$ cat src/synth_ctrl_params.svh
// register offsets, reset values and timing counts of the synthesizer control block
`ifndef SYNTH_CTRL_PARAMS_SVH
`define SYNTH_CTRL_PARAMS_SVH
`define ADDR_SOFT_RESET   5'h00
`define ADDR_POWER        5'h01
`define ADDR_INTEGER      5'h03
`define ADDR_FRACTIONAL   5'h04
`define ADDR_EXACT_STEP   5'h0C
`define ADDR_SEED         5'h1A
`define PWR_PIN_SEL_BIT   0
`define PWR_SW_DOWN_BIT   1
`define PWR_KEEP_LSB      2
`define RST_POWER         8'h01
`define RST_INTEGER       19'h00014
`define RST_FRACTIONAL    24'h000000
`define RST_EXACT_STEP    24'h000000
`define RST_SEED          24'h000000
`define CHIP_ID_DEFAULT   24'h5A3C01
`define CLK_PERIOD_NS     40
`define POR_TIME_NS       250000
`define POR_CYCLES        ((`POR_TIME_NS + `CLK_PERIOD_NS - 1) / `CLK_PERIOD_NS)
`endif

$ cat src/synth_ctrl_pkg.sv
// types shared by the synthesizer control block
package synth_ctrl_pkg;
  // one decoded register write from the serial port
  typedef struct packed {
    logic        stb;
    logic [4:0]  addr;
    logic [23:0] data;
  } reg_wr_t;
  // per-block power enables
  typedef struct packed {
    logic test_pads;
    logic vco_buf;
    logic ref_buf;
    logic charge_pump;
    logic phase_detector;
    logic bias;
  } blk_en_t;
  typedef enum logic {POR_WAIT, RUNNING} por_state_t;
endpackage

$ cat src/exact_freq_synth_control.sv
// digital control of the exact-frequency fractional-N synthesizer
// Functional notes
// - exact steps keep the full 24-bit accumulator modulus, never a shortened one.
// - channel change needs only a new fractional value, honoured exactly.
// - 24-bit seed sets start phase, only while exact operation is active.
// - in exact operation, each new fractional frequency reloads the seed without host action.
// - power-on reset restores all registers after about 250 us.
// - a write to register zero soft resets the control registers.
// - with pin control selected, low chip enable powers down every block not kept on by power bits 2 to 7.
// - with pin control cleared, power-down follows power register bit 1.
// - register writes and reads keep working while powered down.
// - power bits 2 to 7 each keep one block on during power down.
// - integer register holds 19 bits, fractional register 24 bits.
`timescale 1ns/1ps
`include "synth_ctrl_params.svh"
module exact_freq_synth_control #(
  parameter int          POR_CYCLES = `POR_CYCLES,
  parameter logic [23:0] CHIP_ID    = `CHIP_ID_DEFAULT // arbitrary value
) (
  // clock and reset
  input  wire logic                     i_clk,
  input  wire logic                     i_arst_n,
  // decoded serial port access
  input  wire synth_ctrl_pkg::reg_wr_t  i_wr,
  input  wire logic [4:0]               i_rd_addr,
  output logic [23:0]                   o_rd_data,
  // chip enable pin
  input  wire logic                     i_chip_power_enable_pin,
  // synthesizer controls
  output logic                          o_por_done,
  output logic                          o_power_down,
  output synth_ctrl_pkg::blk_en_t       o_blk_en,
  output logic [18:0]                   o_int_div,
  output logic [23:0]                   o_fractional_phase_accumulator,
  output logic                          o_carry,
  output logic                          o_exact_active
);
  // reset release through two flops
  logic rst_meta_reg;
  logic rst_n_reg;
  always_ff @(posedge i_clk or negedge i_arst_n) begin
    if (!i_arst_n) begin
      rst_meta_reg <= 1'b0;
      rst_n_reg    <= 1'b0;
    end else begin
      rst_meta_reg <= 1'b1;
      rst_n_reg    <= rst_meta_reg;
    end
  end

  // chip enable pin: three flops, level accepted once stages two and three agree
  logic cen_s1_reg, cen_s2_reg, cen_s3_reg, cen_reg;
  always_ff @(posedge i_clk or negedge rst_n_reg) begin
    if (!rst_n_reg) begin
      cen_s1_reg <= 1'b0;
      cen_s2_reg <= 1'b0;
      cen_s3_reg <= 1'b0;
      cen_reg    <= 1'b0;
    end else begin
      cen_s1_reg <= i_chip_power_enable_pin;
      cen_s2_reg <= cen_s1_reg;
      cen_s3_reg <= cen_s2_reg;
      if (cen_s2_reg == cen_s3_reg) cen_reg <= cen_s3_reg;
    end
  end

  // power-on wait; registers sit at defaults and writes are dropped meanwhile
  synth_ctrl_pkg::por_state_t por_state_reg;
  logic [15:0]                por_cnt_reg;
  wire  por_last = (por_cnt_reg == 16'(POR_CYCLES - 1));
  always_ff @(posedge i_clk or negedge rst_n_reg) begin
    if (!rst_n_reg) begin
      por_state_reg <= synth_ctrl_pkg::POR_WAIT;
      por_cnt_reg   <= 16'h0000;
    end else begin
      case (por_state_reg)
        synth_ctrl_pkg::POR_WAIT: begin
          por_cnt_reg <= por_cnt_reg + 16'h0001;
          if (por_last) por_state_reg <= synth_ctrl_pkg::RUNNING;
        end
        default: por_state_reg <= synth_ctrl_pkg::RUNNING;
      endcase
    end
  end
  wire running = (por_state_reg == synth_ctrl_pkg::RUNNING);

  // write decode; accepted whatever the power state
  function automatic logic wr_hit(synth_ctrl_pkg::reg_wr_t wr, logic [4:0] addr);
    wr_hit = wr.stb && (wr.addr == addr);
  endfunction
  wire wr_ok     = running;
  wire soft_rst  = wr_ok && wr_hit(i_wr, `ADDR_SOFT_RESET);
  wire wr_power  = wr_ok && wr_hit(i_wr, `ADDR_POWER);
  wire wr_int    = wr_ok && wr_hit(i_wr, `ADDR_INTEGER);
  wire wr_frac   = wr_ok && wr_hit(i_wr, `ADDR_FRACTIONAL);
  wire wr_step   = wr_ok && wr_hit(i_wr, `ADDR_EXACT_STEP);
  wire wr_seed   = wr_ok && wr_hit(i_wr, `ADDR_SEED);

  // control registers
  logic [7:0]  power_reg;
  logic [18:0] int_reg;
  logic [23:0] frac_reg, step_reg, seed_reg;
  always_ff @(posedge i_clk or negedge rst_n_reg) begin
    if (!rst_n_reg) begin
      power_reg <= `RST_POWER;
      int_reg   <= `RST_INTEGER;
      frac_reg  <= `RST_FRACTIONAL;
      step_reg  <= `RST_EXACT_STEP;
      seed_reg  <= `RST_SEED;
    end else if (soft_rst || !running) begin
      power_reg <= `RST_POWER;
      int_reg   <= `RST_INTEGER;
      frac_reg  <= `RST_FRACTIONAL;
      step_reg  <= `RST_EXACT_STEP;
      seed_reg  <= `RST_SEED;
    end else begin
      if (wr_power) power_reg <= i_wr.data[7:0];
      if (wr_int)   int_reg   <= i_wr.data[18:0];
      if (wr_frac)  frac_reg  <= i_wr.data;
      if (wr_step)  step_reg  <= i_wr.data;
      if (wr_seed)  seed_reg  <= i_wr.data;
    end
  end

  // power-down source selection and per-block keep-on
  wire pd_next = power_reg[`PWR_PIN_SEL_BIT] ? !cen_reg
                                             : power_reg[`PWR_SW_DOWN_BIT];
  wire [5:0] keep = power_reg[7:`PWR_KEEP_LSB];
  wire [5:0] blk_next = {6{!pd_next}} | keep;
  logic                    pd_reg;
  synth_ctrl_pkg::blk_en_t blk_reg;
  always_ff @(posedge i_clk or negedge rst_n_reg) begin
    if (!rst_n_reg) begin
      pd_reg  <= 1'b1;
      blk_reg <= '0;
    end else begin
      pd_reg  <= pd_next;
      blk_reg <= blk_next;
    end
  end

  // phase accumulator: always modulo 2^24; exact mode resyncs to the seed
  // every exact-step period, when the ideal phase is back at its start
  wire        exact_next = (step_reg != 24'h000000);
  logic       exact_reg;
  logic [23:0] acc_reg, step_cnt_reg;
  logic        carry_reg;
  wire [24:0] sum        = {1'b0, acc_reg} + {1'b0, frac_reg};
  wire        period_end = (step_cnt_reg == step_reg - 24'h000001);
  wire        reload     = exact_reg && (wr_frac || soft_rst);
  wire [23:0] acc_next   = reload                 ? seed_reg :
                           pd_reg                 ? acc_reg :
                           (exact_reg && period_end) ? seed_reg :
                           sum[23:0];
  wire [23:0] cnt_next   = (reload || period_end || !exact_reg) ? 24'h000000 :
                           pd_reg ? step_cnt_reg : step_cnt_reg + 24'h000001;
  always_ff @(posedge i_clk or negedge rst_n_reg) begin
    if (!rst_n_reg) begin
      exact_reg    <= 1'b0;
      acc_reg      <= 24'h000000;
      step_cnt_reg <= 24'h000000;
      carry_reg    <= 1'b0;
    end else begin
      exact_reg    <= exact_next;
      acc_reg      <= acc_next;
      step_cnt_reg <= (pd_reg && !reload) ? step_cnt_reg : cnt_next;
      carry_reg    <= !pd_reg && !reload && sum[24]; // internal clocks stop in power down
    end
  end

  // read port; register zero shows the identity code
  wire [23:0] rd_next = (i_rd_addr == `ADDR_SOFT_RESET) ? CHIP_ID :
                        (i_rd_addr == `ADDR_POWER)      ? {16'h0000, power_reg} :
                        (i_rd_addr == `ADDR_INTEGER)    ? {5'h00, int_reg} :
                        (i_rd_addr == `ADDR_FRACTIONAL) ? frac_reg :
                        (i_rd_addr == `ADDR_EXACT_STEP) ? step_reg :
                        (i_rd_addr == `ADDR_SEED)       ? seed_reg : 24'h000000;
  logic [23:0] rd_reg;
  always_ff @(posedge i_clk or negedge rst_n_reg) begin
    if (!rst_n_reg) rd_reg <= 24'h000000;
    else            rd_reg <= rd_next;
  end

  // outputs straight from flops
  assign o_rd_data                      = rd_reg;
  assign o_por_done                     = running;
  assign o_power_down                   = pd_reg;
  assign o_blk_en                       = blk_reg;
  assign o_int_div                      = int_reg;
  assign o_fractional_phase_accumulator = acc_reg;
  assign o_carry                        = carry_reg;
  assign o_exact_active                 = exact_reg;
endmodule

$ cat config.mk
export PLATFORM = sky130hd
export DESIGN_NAME = exact_freq_synth_control
export DESIGN_NICKNAME = d
export VERILOG_FILES = /design/src/synth_ctrl_pkg.sv /design/src/exact_freq_synth_control.sv
export VERILOG_INCLUDE_DIRS = /design/src
export SDC_FILE = /design/constraint.sdc
export NUM_CORES = 1
export LEC_CHECK = 0
export ABC_AREA = 1
export BUFFER_PORTS_ARGS = -buffer_cell sky130_fd_sc_hd__buf_2
export CORE_MARGIN = 4
export CORE_UTILIZATION = 40
export DETAILED_ROUTE_END_ITERATION = 16
export PLACE_DENSITY_LB_ADDON = 0.1
export SETUP_SLACK_MARGIN = 0.05
export SYNTH_ARGS = -nofsm -noshare
export SYNTH_HDL_FRONTEND = slang
export SYNTH_SLANG_ARGS = --single-unit
$ cat constraint.sdc
create_clock -name i_clk -period 5.64 [get_ports i_clk]
set_clock_uncertainty 0.05 [all_clocks]
set_input_delay 0.564 -clock i_clk [delete_from_list [all_inputs] [get_ports i_clk]]
set_output_delay 0.564 -clock i_clk [all_outputs]
set_load 0.01 [all_outputs]
Word-level counts from Yosys, hierarchy flattened
Index checks and enable logic that the tools add are counted.

Add/sub/neg operators: 4. Equality and inequality tests: 15. Multiplexer cells: 24. Bitwise operators: 2. Reductions and logical operators: 36.

Operators by type and width (number): 24-bit two-way mux (17); 19-bit two-way mux (2); 24-bit by 24-bit adder with 25-bit output (1); 24-bit by 1-bit adder with 24-bit output (second input constant) (1); 24-bit equality test (1); 24-bit nonzero test (1); 24-bit by 1-bit subtractor with 24-bit output (second input constant) (1); 1-bit logical AND (17); 16-bit by 1-bit adder with 16-bit output (second input constant) (1); 16-bit by 13-bit equality test with 1-bit output (second input constant) (1); 8-bit two-way mux (2); 5-bit by 1-bit equality test with 1-bit output (second input constant) (2); 5-bit by 2-bit equality test with 1-bit output (second input constant) (2); 5-bit by 3-bit equality test with 1-bit output (second input constant) (2); 5-bit by 4-bit equality test with 1-bit output (second input constant) (2); 5-bit equality test (second input constant) (2); 5-bit zero test (2); 2-bit nonzero test (5); 1-bit zero test (6); 6-bit bitwise OR (1); 1-bit logical OR (4); 2-bit by 1-bit inequality test with 1-bit output (second input constant) (2); 1-bit two-way mux (3); 2-bit AND reduction (1); other kinds (2) (2).

Flip-flop bits (word level): 203. Logic and storage cells: 106.

Longest topological paths before layout
Gate-level depths: netlist of run 1.

Word-level depth: 9. Mapped depth: 19. Depth with buffers taken out: 18.

Worst setup path after synthesis of run 1
OpenSTA, ideal clock, no wires.

Kind: register -> register. Start: reg acc_reg[0] (netlist: o_fractional_phase_accumulator[0]). End: reg acc_reg[22] (netlist: o_fractional_phase_accumulator[22]). Arrival: 2.224 ns. Data required time: 5.473 ns. Setup slack: 3.249 ns. Cell stages (with the launch flop): 15. Buffers on the path: 0. Path through: dfrtp_1 > ha_1 > inv_1 > fa_1 > o21ai_0 > a21oi_1 > inv_1 > nand2_1 > nand2_1 > nand2_1 > nand2_1 > xor2_1 > nand3_2 > nand3_2 > nand2_1.

Longest elaborated chain between the ends: 4.

Ends and longest elaborated chain: start, declared (RTL line exact_freq_synth_control.sv:146) `logic [23:0] acc_reg, step_cnt_reg;`; start signal, assigned (RTL line exact_freq_synth_control.sv:165) `acc_reg <= acc_next;`; 24-bit by 24-bit adder with 25-bit output (RTL line exact_freq_synth_control.sv:148) `wire [24:0] sum = {1'b0, acc_reg} + {1'b0, frac_reg};`; 24-bit two-way mux (RTL line exact_freq_synth_control.sv:153) `(exact_reg && period_end) ? seed_reg :`; 24-bit two-way mux (RTL line exact_freq_synth_control.sv:152) `pd_reg ? acc_reg :`; 24-bit two-way mux (RTL line exact_freq_synth_control.sv:151) `wire [23:0] acc_next = reload ? seed_reg :`.

Every way passes these cells. The select of a mux whose other input is x is not followed. A chain may end at the register's enable or synchronous reset.

Worst setup path after layout of run 1
Start: reg step_reg[0]. End: reg acc_reg[23] (netlist: o_fractional_phase_accumulator[23]).

Longest elaborated chain between the ends: 6.

Ends and longest elaborated chain: start, declared (RTL line exact_freq_synth_control.sv:102) `logic [23:0] frac_reg, step_reg, seed_reg;`; start signal, assigned (RTL line exact_freq_synth_control.sv:108) `` step_reg <= `RST_EXACT_STEP; ``; start signal, assigned (RTL line exact_freq_synth_control.sv:114) `` step_reg <= `RST_EXACT_STEP; ``; start signal, assigned (RTL line exact_freq_synth_control.sv:120) `if (wr_step) step_reg <= i_wr.data;`; 24-bit by 1-bit subtractor with 24-bit output (RTL line exact_freq_synth_control.sv:149) `wire period_end = (step_cnt_reg == step_reg - 24'h000001);`; 24-bit equality test (RTL line exact_freq_synth_control.sv:149); 1-bit logical AND (RTL line exact_freq_synth_control.sv:153); 24-bit two-way mux (RTL line exact_freq_synth_control.sv:153); 24-bit two-way mux (RTL line exact_freq_synth_control.sv:152); 24-bit two-way mux (RTL line exact_freq_synth_control.sv:151).

Every way passes these cells. The select of a mux whose other input is x is not followed.

==> results of run 1 <==
## cells in the final DEF (no fill, tap or decap), drive strengths merged, types with 5 or more instances in the layout
| cell | instances |
|---|---|
| o22ai | 11 |
| nor2 | 106 |
| a21oi | 57 |
| ha | 28 |
| nand3 | 101 |
| o21ai | 137 |
| o2111ai | 9 |
| xor2 | 39 |
| or2 | 5 |
| inv | 144 |
| o211ai | 8 |
| nor3 | 21 |
| nand4 | 30 |
| nand2 | 422 |
| dfrtp | 199 |
| xnor2 | 26 |
| buf | 118 |
| clkbuf | 35 |
| nand3b | 9 |
| clkinv | 11 |
## stage by stage
step | worst slack [ns] | hold WS, ns | instance area [um2] | instances
after detailed placement | 1.948 | 0.2928 | 12430 | 1892
final | 2.400 | 0.09096 | 13300 | 1939
after CTS | 2.400 | 0.06615 | 13300 | 1939
after global routing | 2.031 | 0.06303 | 13300 | 1939
after floorplan | 2.250 | 0.2184 | 11560 | 1442
after global placement | 1.955 | 0.2851 | 12430 | 1892
## power groups by stage
stage	registers, mW	clock network (mW)	logic (mW)
2_1_floorplan	1.64	0	0.284
3_3_place_gp	1.62	0	0.479
3_5_place_dp	1.62	0	0.484
4_1_cts	1.60	1.71	0.488
5_1_grt	1.60	1.78	0.539
6_report	1.59	1.68	0.483
## cell type report
cell class,instances,area (um2),area share (%)
multi-input combinational,1043,5692,42.81
timing repair buffer,119,623.1,4.686
tap,378,473.0,3.557
clock buffer,35,693.2,5.213
sequential,203,5089,38.27
clock inverter,11,163.9,1.233
inverter,150,563.0,4.234
## routing by layer
layer	share of wire (%)	track usage (%)	up-vias
li1	-	-	4929
met1	46	31.17	4813
met2	46	35.95	283
met3	5.7	3.238	49
met4	2.5	5.704	0
met5	0	0	-
## worst max path at each step
| stage | endpoint | slack [ns] |
|---|---|---|
| 2_1_floorplan | cen_reg | 2.25 |
| 3_3_place_gp | step_cnt_reg[1] | 1.96 |
| 3_5_place_dp | step_cnt_reg[1] | 1.95 |
| 4_1_cts | o_fractional_phase_accumulator[4] | 2.40 |
| 5_1_grt | o_int_div[6] | 2.03 |
| 6_report | o_fractional_phase_accumulator[23] | 2.40 |
## critical path: cells and delay by family, from the launching register on
family	cells	cell delay (ns)
adders and majority gates	1	0.28
DFF	1	0.40
and+or+nand+nor	14	2.06
buffers and inverters	2	0.29
## timing repair
action / 4_1_cts / 5_1_grt
hold endpoints to repair: 2 / 0
hold buffers: 1 / 0
resized for setup: 0 / 0
setup buffers: 0 / 0
## logic make-up after synthesis
kind of cell               count (synthesis)  synth area share [%]
AOI/OAI and AO/OA                        245                 11.74
adders and majority gates                 30                 3.292
other                                      1               0.03245
buffers and inverters                    196                 7.028
xor gates and xnor gates                  65                 4.927
DFF                                      203                 44.01
and+or+nand+nor                          702                 28.98
==> flow_summary.yaml, run 1 <==
detailed_routing:
  antenna_left: 0
  drc: 0
  via_per_inst: 5.195
  firstDrtPassIters: 5
  vias: 10070
  drtIter0Drc: 655
  drt-total-wl_um: 34900
  wl_per_cell_um: 18.00
clock_network:
  htree_levels: 1
  numCtsBuffers: 25
  cts_root_buf: "clkbuf_16"
  clock-sinks: 203
  path_clk_slew_ns: 0.06
  cts_tree: "done"
  cts_buffer_depth: 3
  clock_latency_ns: 0.53
pwr:
  power_frac_seq_pct: 42.4
  report.power.total_mw: 3.754
  p_leak_nw: 6.618
  p_sw_mw: 1.003
  combPwrFrac_pct: 12.9
  p_clk_share_pct: 44.7
  internal_power_mw: 2.751
  peakVddDrop_uv: 257.9
  swShare_pct: 26.73
  p_per_area_nw_per_um2: 282.3
synthesis:
  ys_warn_count: 0
  ys_seq_area_share_pct: 44.01
  synthTopCellsByArea: "dfrtp_1, nand2_1, o21ai_0, inv_1, nand3_2"
  synth_top_area_share_pct: 43.10
  async_flop_share_pct: 100.0
  synth-seq-cells: 203
  ys_types: 49
  syn-cell-area_um2: 11550
  synth_commonest_cells: "nand2_1, dfrtp_1, inv_1, o21ai_0, nor2_1"
  yosysTopAreaCell: "dfrtp_1"
  netlist_instances: 1442
  synth_fp_nets: 1509
  synth_flop_cell: "dfrtp_1"
  yosysMostFrequentCell: "nand2_1"
  synth_edf_count: 0
  syn-mean-instance-area_um2: 8.013
floorplan:
  io_pins: 115
  rows: 61
  coreArea_um2: 28160
  start_util_pct: 41.03
  die_w_um: 178.0
  die_h_um: 178.0
  dieArea_um2: 31670
timing:
  finalSetupTns_ns: 0
  finalCriticalPeriod_ns: 3.240
  finalSetupViolations: 0
  final_max_slew_viol_count: 0
  worst_pin_slew_ns: 1.148
  slew_headroom_pct: 23.44
  rsz0062_at_grt: "no"
  fmax_ghz: 0.3086
  period_share_pct: 57.45
  hold_violations: 0
grt:
  antenna_found_initial: 0
  grt_util_all_layers_pct: 22.15
  grt_pass1_wl_um: 55120
  grt_pass1_vias: 9856
  gr-total-overflow: 0
  grt_max_degree: 125
place:
  gp_congestion: 0.8929
  portBuffers: 114
  hpwl_um: 26190
worst_setup_path:
  critical_path.most_common_cell: "nand2_1"
  r2r_setup_slack_ns: 2.40
  reg2reg_from: "step_reg[0]"
  max_stage_delay_ns: 0.41
  crit_type: "flop to flop"
  required_ns: 6.00
  setup.worst_path.start: "step_reg[0]"
  crit_arrival_ns: 3.60
  path_cells: "inv_1 -> ha_1 -> nand2_4 -> clkinv_1 -> nand2_1 -> nand2_1 -> nand2_1 -> nor3_1 -> nand2_1 -> nor2_1 -> nand2_1 -> nor2_4 -> nand3_4 -> nand2_8 -> nand2_1 -> nand3_1 -> nand2_1"
  cp_max_fo: 25
  rr_endpoint: "o_fractional_phase_accumulator[23]"
  start_kind: "flop"
  reg2reg_depth: 17
  cpMaxStageDelayCell: "nand3_4"
  worstSetupEndpointType: "flop"
job:
  maxCapViolations: 0
min_path:
  holdPathEnd: "cen_s1_reg"
  hold_path_startpoint: "i_chip_power_enable_pin"
  hp-class: "input pin to flop"
  holdPathStages: 1
run_status:
  outcome: "complete, no violations"
cells_and_area:
  diodes: 0
  utilization_pct: 47.21
  fillCellCount: 2823
  syn2layout_area_growth_pct: 15.07
  nets: 1609
  drive_gt1_share_pct: 16.46
No activity file was read; power rests on OpenSTA's default activity.
==> run 2, diff against run 1 <==
Clock period 5.64 ns to 2.8 ns, I/O delays scaled along.
==> run 2 against run 1 <==
Compared with the run above: final area is 2.9% higher; non-clock buffer count grew 35; sequential power rose by 100%; combinational power grew 110%; cell count rose by 1.8%; clock power grew 93%; first-iteration DRC count shrank 3.1%; via count grew 0.38%; maximum frequency increased by 26%; hold slack worse by 0.048 ns; largest cell class unchanged.
==> flow_summary.yaml, run 2 (synthesis gave the netlist of run 1 again) <==
run_status:
  outcome: "complete, no violations"
grt:
  grt_max_degree: 64
  grt_pass1_wl_um: 55760
  grt_pass1_vias: 9786
  grt_util_all_layers_pct: 22.58
  gr-total-overflow: 0
  antenna_found_initial: 1
cells_and_area:
  multi_input_area_um2: 5761
  diodes: 0
  syn2layout_area_growth_pct: 18.45
  drive_gt1_share_pct: 18.31
  fin_cells: 1973
  final_common_cell: "nand2_1"
  final_cell_mix: "nand2_1, dfrtp_1, inv_1"
  nets: 1645
  utilization_pct: 48.60
  seqCellArea_um2: 5089
  fillCellCount: 2801
worst_setup_path:
  worstSetupEndpointType: "flop"
  start_kind: "flop"
  cp_max_fo: 12
  required_ns: 3.22
  crit_arrival_ns: 2.99
  setup.worst_path.start: "step_reg[4]"
  reg2reg_from: "step_reg[4]"
  crit_type: "flop to flop"
detailed_routing:
  drtIter0Drc: 635
  drc: 0
  via_per_inst: 5.125
  wl_per_cell_um: 18.28
  vias: 10110
  antenna_left: 0
  firstDrtPassIters: 5
  drt-total-wl_um: 36060
clock_network:
  cts_tree: "done"
  cts_root_buf: "clkbuf_16"
  clock-sinks: 203
  path_clk_slew_ns: 0.06
  cts_buffer_depth: 3
  numCtsBuffers: 24
  htree_levels: 1
  clock_latency_ns: 0.53
place:
  hpwl_um: 26780
  portBuffers: 114
  gp_congestion: 0.9066
  place_inst: 1915
job:
  maxCapViolations: 0
timing:
  rsz0062_at_grt: "yes"
  slew_headroom_pct: 20.69
  finalSetupTns_ns: 0
  final_max_slew_viol_count: 0
  fmax_ghz: 0.3889
  worst_pin_slew_ns: 1.188
  finalSetupViolations: 0
  hold_violations: 0
  period_share_pct: 91.83
  finalCriticalPeriod_ns: 2.571
floorplan:
  coreArea_um2: 28160
  die_h_um: 178.0
  dieArea_um2: 31670
  die_w_um: 178.0
  io_pins: 115
  rows: 61
  start_util_pct: 41.03
pwr:
  p_per_area_nw_per_um2: 543.7
  peakVddDrop_uv: 347.1
  p_leak_nw: 6.835
  report.power.total_mw: 7.442
min_path:
  hp-class: "input pin to flop"
  hold_path_startpoint: "i_rd_addr[1]"
## run 2: final cells by class
type | count | area share, %
Clock inverter | 8 | 0.9233
Multi-Input combinational cell | 1045 | 42.09
Inverter | 150 | 4.114
Clock buffer | 35 | 5.055
Sequential cell | 203 | 37.18
Tap cell | 378 | 3.456
Timing Repair Buffer | 154 | 7.185
## run 2: per-stage QoR
stage	hold WS, ns	cell area (um2)	setup slack [ns]
2_1_floorplan	-0.06559	11560	0.4091
3_3_place_gp	0.01550	12630	0.1430
3_5_place_dp	0.01999	12630	0.08548
4_1_cts	0.01071	13510	0.05574
5_1_grt	0.06486	13690	0.04137
6_report	0.04260	13690	0.2288
## run 2: what timing repair did
item / in CTS / in global routing
setup buffers: 0 / 5
hold endpoints to repair: 6 / 0
setup endpoints to repair: 0 / 42
resized for setup: 0 / 14
hold buffers: 6 / 0
## run 2: per-layer routing
metal | part of all wire, % | track usage, %
met1 | 46 | 32.27
met2 | 45 | 35.49
met3 | 5.7 | 3.600
met4 | 3.0 | 6.607
met5 | 0.036 | 0
## run 2: final timing paths
| kind | endpoint | slack [ns] | cells past startpoint |
|---|---|---|---|
| setup / recovery | o_fractional_phase_accumulator[2] | 0.23 | 16 |
| hold / removal | o_rd_data[1] | 0.04 | 3 |
| setup reg to reg | o_fractional_phase_accumulator[2] | 0.23 | 16 |
| hold reg to reg | o_fractional_phase_accumulator[6] | 0.27 | 0 |
| max in group asynchronous | o_power_down | 1.64 | 1 |
| min in group asynchronous | o_fractional_phase_accumulator[6] | 0.27 | 0 |
## run 2: critical path, stage by stage, from the launching register on
cell and delay, ns:
dfrtp_1 0.45, nor2_2 0.16, nand2_1 0.11, nor2_4 0.24
buf_4 0.16, nand4_1 0.10, nand3_1 0.11, nand2_1 0.06
nor2_1 0.09, nand2_1 0.10, nor2_4 0.15, nand3_4 0.09
buf_12 0.18, clkbuf_16 0.19, nand3_1 0.08, nand3_1 0.08
nand2_1 0.09
## run 2: power breakdown
part	switching, mW	internal, mW
Sequential	0.141	3.07
Clock	1.25	1.99
Combinational	0.600	0.395
Total	1.99	5.45
==> run 3, diff against run 2 <==
Settings changed: CORE_ASPECT_RATIO set to 0.75, HOLD_SLACK_MARGIN set to 0.1, PLACE_DENSITY set to 0.59, PLACE_DENSITY_LB_ADDON 0.1 to not set.
==> run 3 against run 2 <==
Compared with the run above: combinational power about the same; cell count increased by 0.86%; hold slack improved by 0.059 ns; worst setup slack improved by 0.0095 ns; utilization increased by 0.28 points; wire length increased by 0.31%; global-route usage decreased by 0.51 points; total power increased by 0.36%; register-to-register slack about the same; critical path type unchanged; count of clock-buffer cells in the layout decreased by 9.
==> flow_summary.yaml, run 3 (synthesis gave the netlist of run 1 again) <==
worst_setup_path:
  worstSetupEndpointType: "flop"
  crit_type: "flop to flop"
  cp_max_fo: 9
  required_ns: 3.21
  r2r_setup_slack_ns: 0.24
  reg2reg_depth: 16
  setup.worst_path.start: "step_reg[6]"
  reg2reg_from: "step_reg[6]"
  crit_end: "o_fractional_phase_accumulator[0]"
  start_kind: "flop"
  crit_arrival_ns: 2.97
  rr_endpoint: "o_fractional_phase_accumulator[0]"
pwr:
  p_sw_mw: 2.050
  power_frac_seq_pct: 42.8
  peakVddDrop_uv: 359.8
  internal_power_mw: 5.419
  p_leak_nw: 6.881
  p_per_area_nw_per_um2: 540.9
  combPwrFrac_pct: 13.6
  swShare_pct: 27.44
  p_clk_share_pct: 43.7
grt:
  grt_max_degree: 96
  gr-total-overflow: 0
  grt_pass1_wl_um: 55480
  grt_pass1_vias: 9701
  grt_util_all_layers_pct: 22.07
  antenna_found_initial: 0
clock_network:
  path_clk_slew_ns: 0.06
  clock_latency_ns: 0.52
  cts_tree: "done"
  cts_buffer_depth: 3
  clock-sinks: 203
  numCtsBuffers: 23
  cts_root_buf: "clkbuf_16"
  htree_levels: 1
timing:
  worst_pin_slew_ns: 0.8153
  finalSetupTns_ns: 0
  period_share_pct: 91.49
  rsz0062_at_grt: "no"
  hold_violations: 0
  fmax_ghz: 0.3904
  worst_slack_ns: 0.2383
  slew_headroom_pct: 45.45
  finalSetupViolations: 0
  finalCriticalPeriod_ns: 2.562
  final_max_slew_viol_count: 0
detailed_routing:
  firstDrtPassIters: 7
  via_per_inst: 5.173
  drc: 0
  drt-total-wl_um: 36180
  vias: 10290
  wl_per_cell_um: 18.18
  drtIter0Drc: 751
  antenna_left: 0
cells_and_area:
  diodes: 0
  final_common_cell: "nand2_1"
  syn2layout_area_growth_pct: 19.50
  drive_gt1_share_pct: 18.50
  fillCellCount: 2750
  utilization_pct: 48.88
  nets: 1655
  multi_input_area_um2: 5752
  fin_cells: 1990
  seqCellArea_um2: 5089
  final_cell_mix: "nand2_1, dfrtp_1, inv_1"
floorplan:
  coreArea_um2: 28250
  die_w_um: 204.3
  start_util_pct: 40.90
  dieArea_um2: 31700
  rows: 53
  io_pins: 115
  die_h_um: 155.2
job:
  maxCapViolations: 0
place:
  dp_slack_ns: 0.1033
  place_inst: 1922
  portBuffers: 114
  hpwl_um: 26470
  gp_congestion: 0.9447
run_status:
  outcome: "complete, no violations"
min_path:
  hp-class: "input pin to flop"
==> run 3: changes by cell type in the layout (fill, tap and decap cells not counted), sizes merged <==
cell	delta
clkinvlp	+2
inv	+4
bufinv	+1
dlygate4sd3	+11
clkbuf	-8
clkinv	+1
buf	-1
==> run 3: metrics by stage <==
| stage | hold WS (ns) | total power, mW | instance area (um2) |
|---|---|---|---|
| global route | 0.1057 | 7.803 | 13810 |
| detailed placement | 0.01777 | 4.248 | 12640 |
| floorplan | -0.06559 | 3.881 | 11560 |
| global placement | 0.01762 | 4.231 | 12640 |
| CTS | 0.1012 | 7.548 | 13620 |
| finish | 0.1012 | 7.469 | 13810 |
==> run 3: critical path: stages, from the launching register on <==
cell and delay [ns]:
dfrtp_1 0.43, nor2_1 0.21, nand2_1 0.21, nor2_8 0.19, xor2_1 0.19, nand2_1 0.07, inv_1 0.06, nand2_1 0.05
nor2_1 0.14, nand2_1 0.10, nor2_4 0.12, nand3_4 0.08, buf_12 0.18, clkbuf_16 0.17, nand3_1 0.07, nand3_1 0.09
nand2_1 0.08
==> run 3: routing by layer <==
metal	share of wire [%]	up-vias	GRT usage, %	wire (um)
met2	42	332	32.94	15120
li1	-	5036	-	-
met4	2.5	0	5.644	892
met5	0	-	0	0
met3	7.1	53	3.501	2559
met1	49	4873	33.56	17600
==> run 3: cell type report <==
cell class,count,share of cell area [%]
well taps,385,3.489
clock inverters,16,1.495
flip-flops and latches,203,36.85
clock buffers,26,4.395
repair buffers,165,8.037
inverters,150,4.078
multi-input cells,1045,41.65
==> run 3: worst min-delay path by stage <==
stage / cells past startpoint / startpoint / endpoint / slack [ns]
6_report: 3 / i_wr[9] / o_int_div[9] / 0.10
3_3_place_gp: 1 / i_arst_n / rst_meta_reg / 0.02
2_1_floorplan: 0 / i_arst_n / rst_meta_reg / -0.07
5_1_grt: 3 / i_wr[9] / step_reg[9] / 0.11
3_5_place_dp: 1 / i_arst_n / rst_meta_reg / 0.02
4_1_cts: 3 / i_wr[9] / step_reg[9] / 0.10
==> run 3: power groups by stage <==
stage,Sequential [mW],Combinational [mW],Clock [mW]
after floorplan,3.31,0.572,0
after global placement,3.25,0.982,0
after detailed placement,3.25,0.999,0
after CTS,3.20,1.02,3.33
after global routing,3.21,1.13,3.47
final,3.19,1.01,3.26
==> run 3: repair_timing <==
item / in CTS / in global routing
hold buffers: 17 / 0
endpoints found under the hold margin: 23 / 0
resized for setup: 0 / 12
setup buffers: 0 / 4
endpoints found under the setup margin: 0 / 41
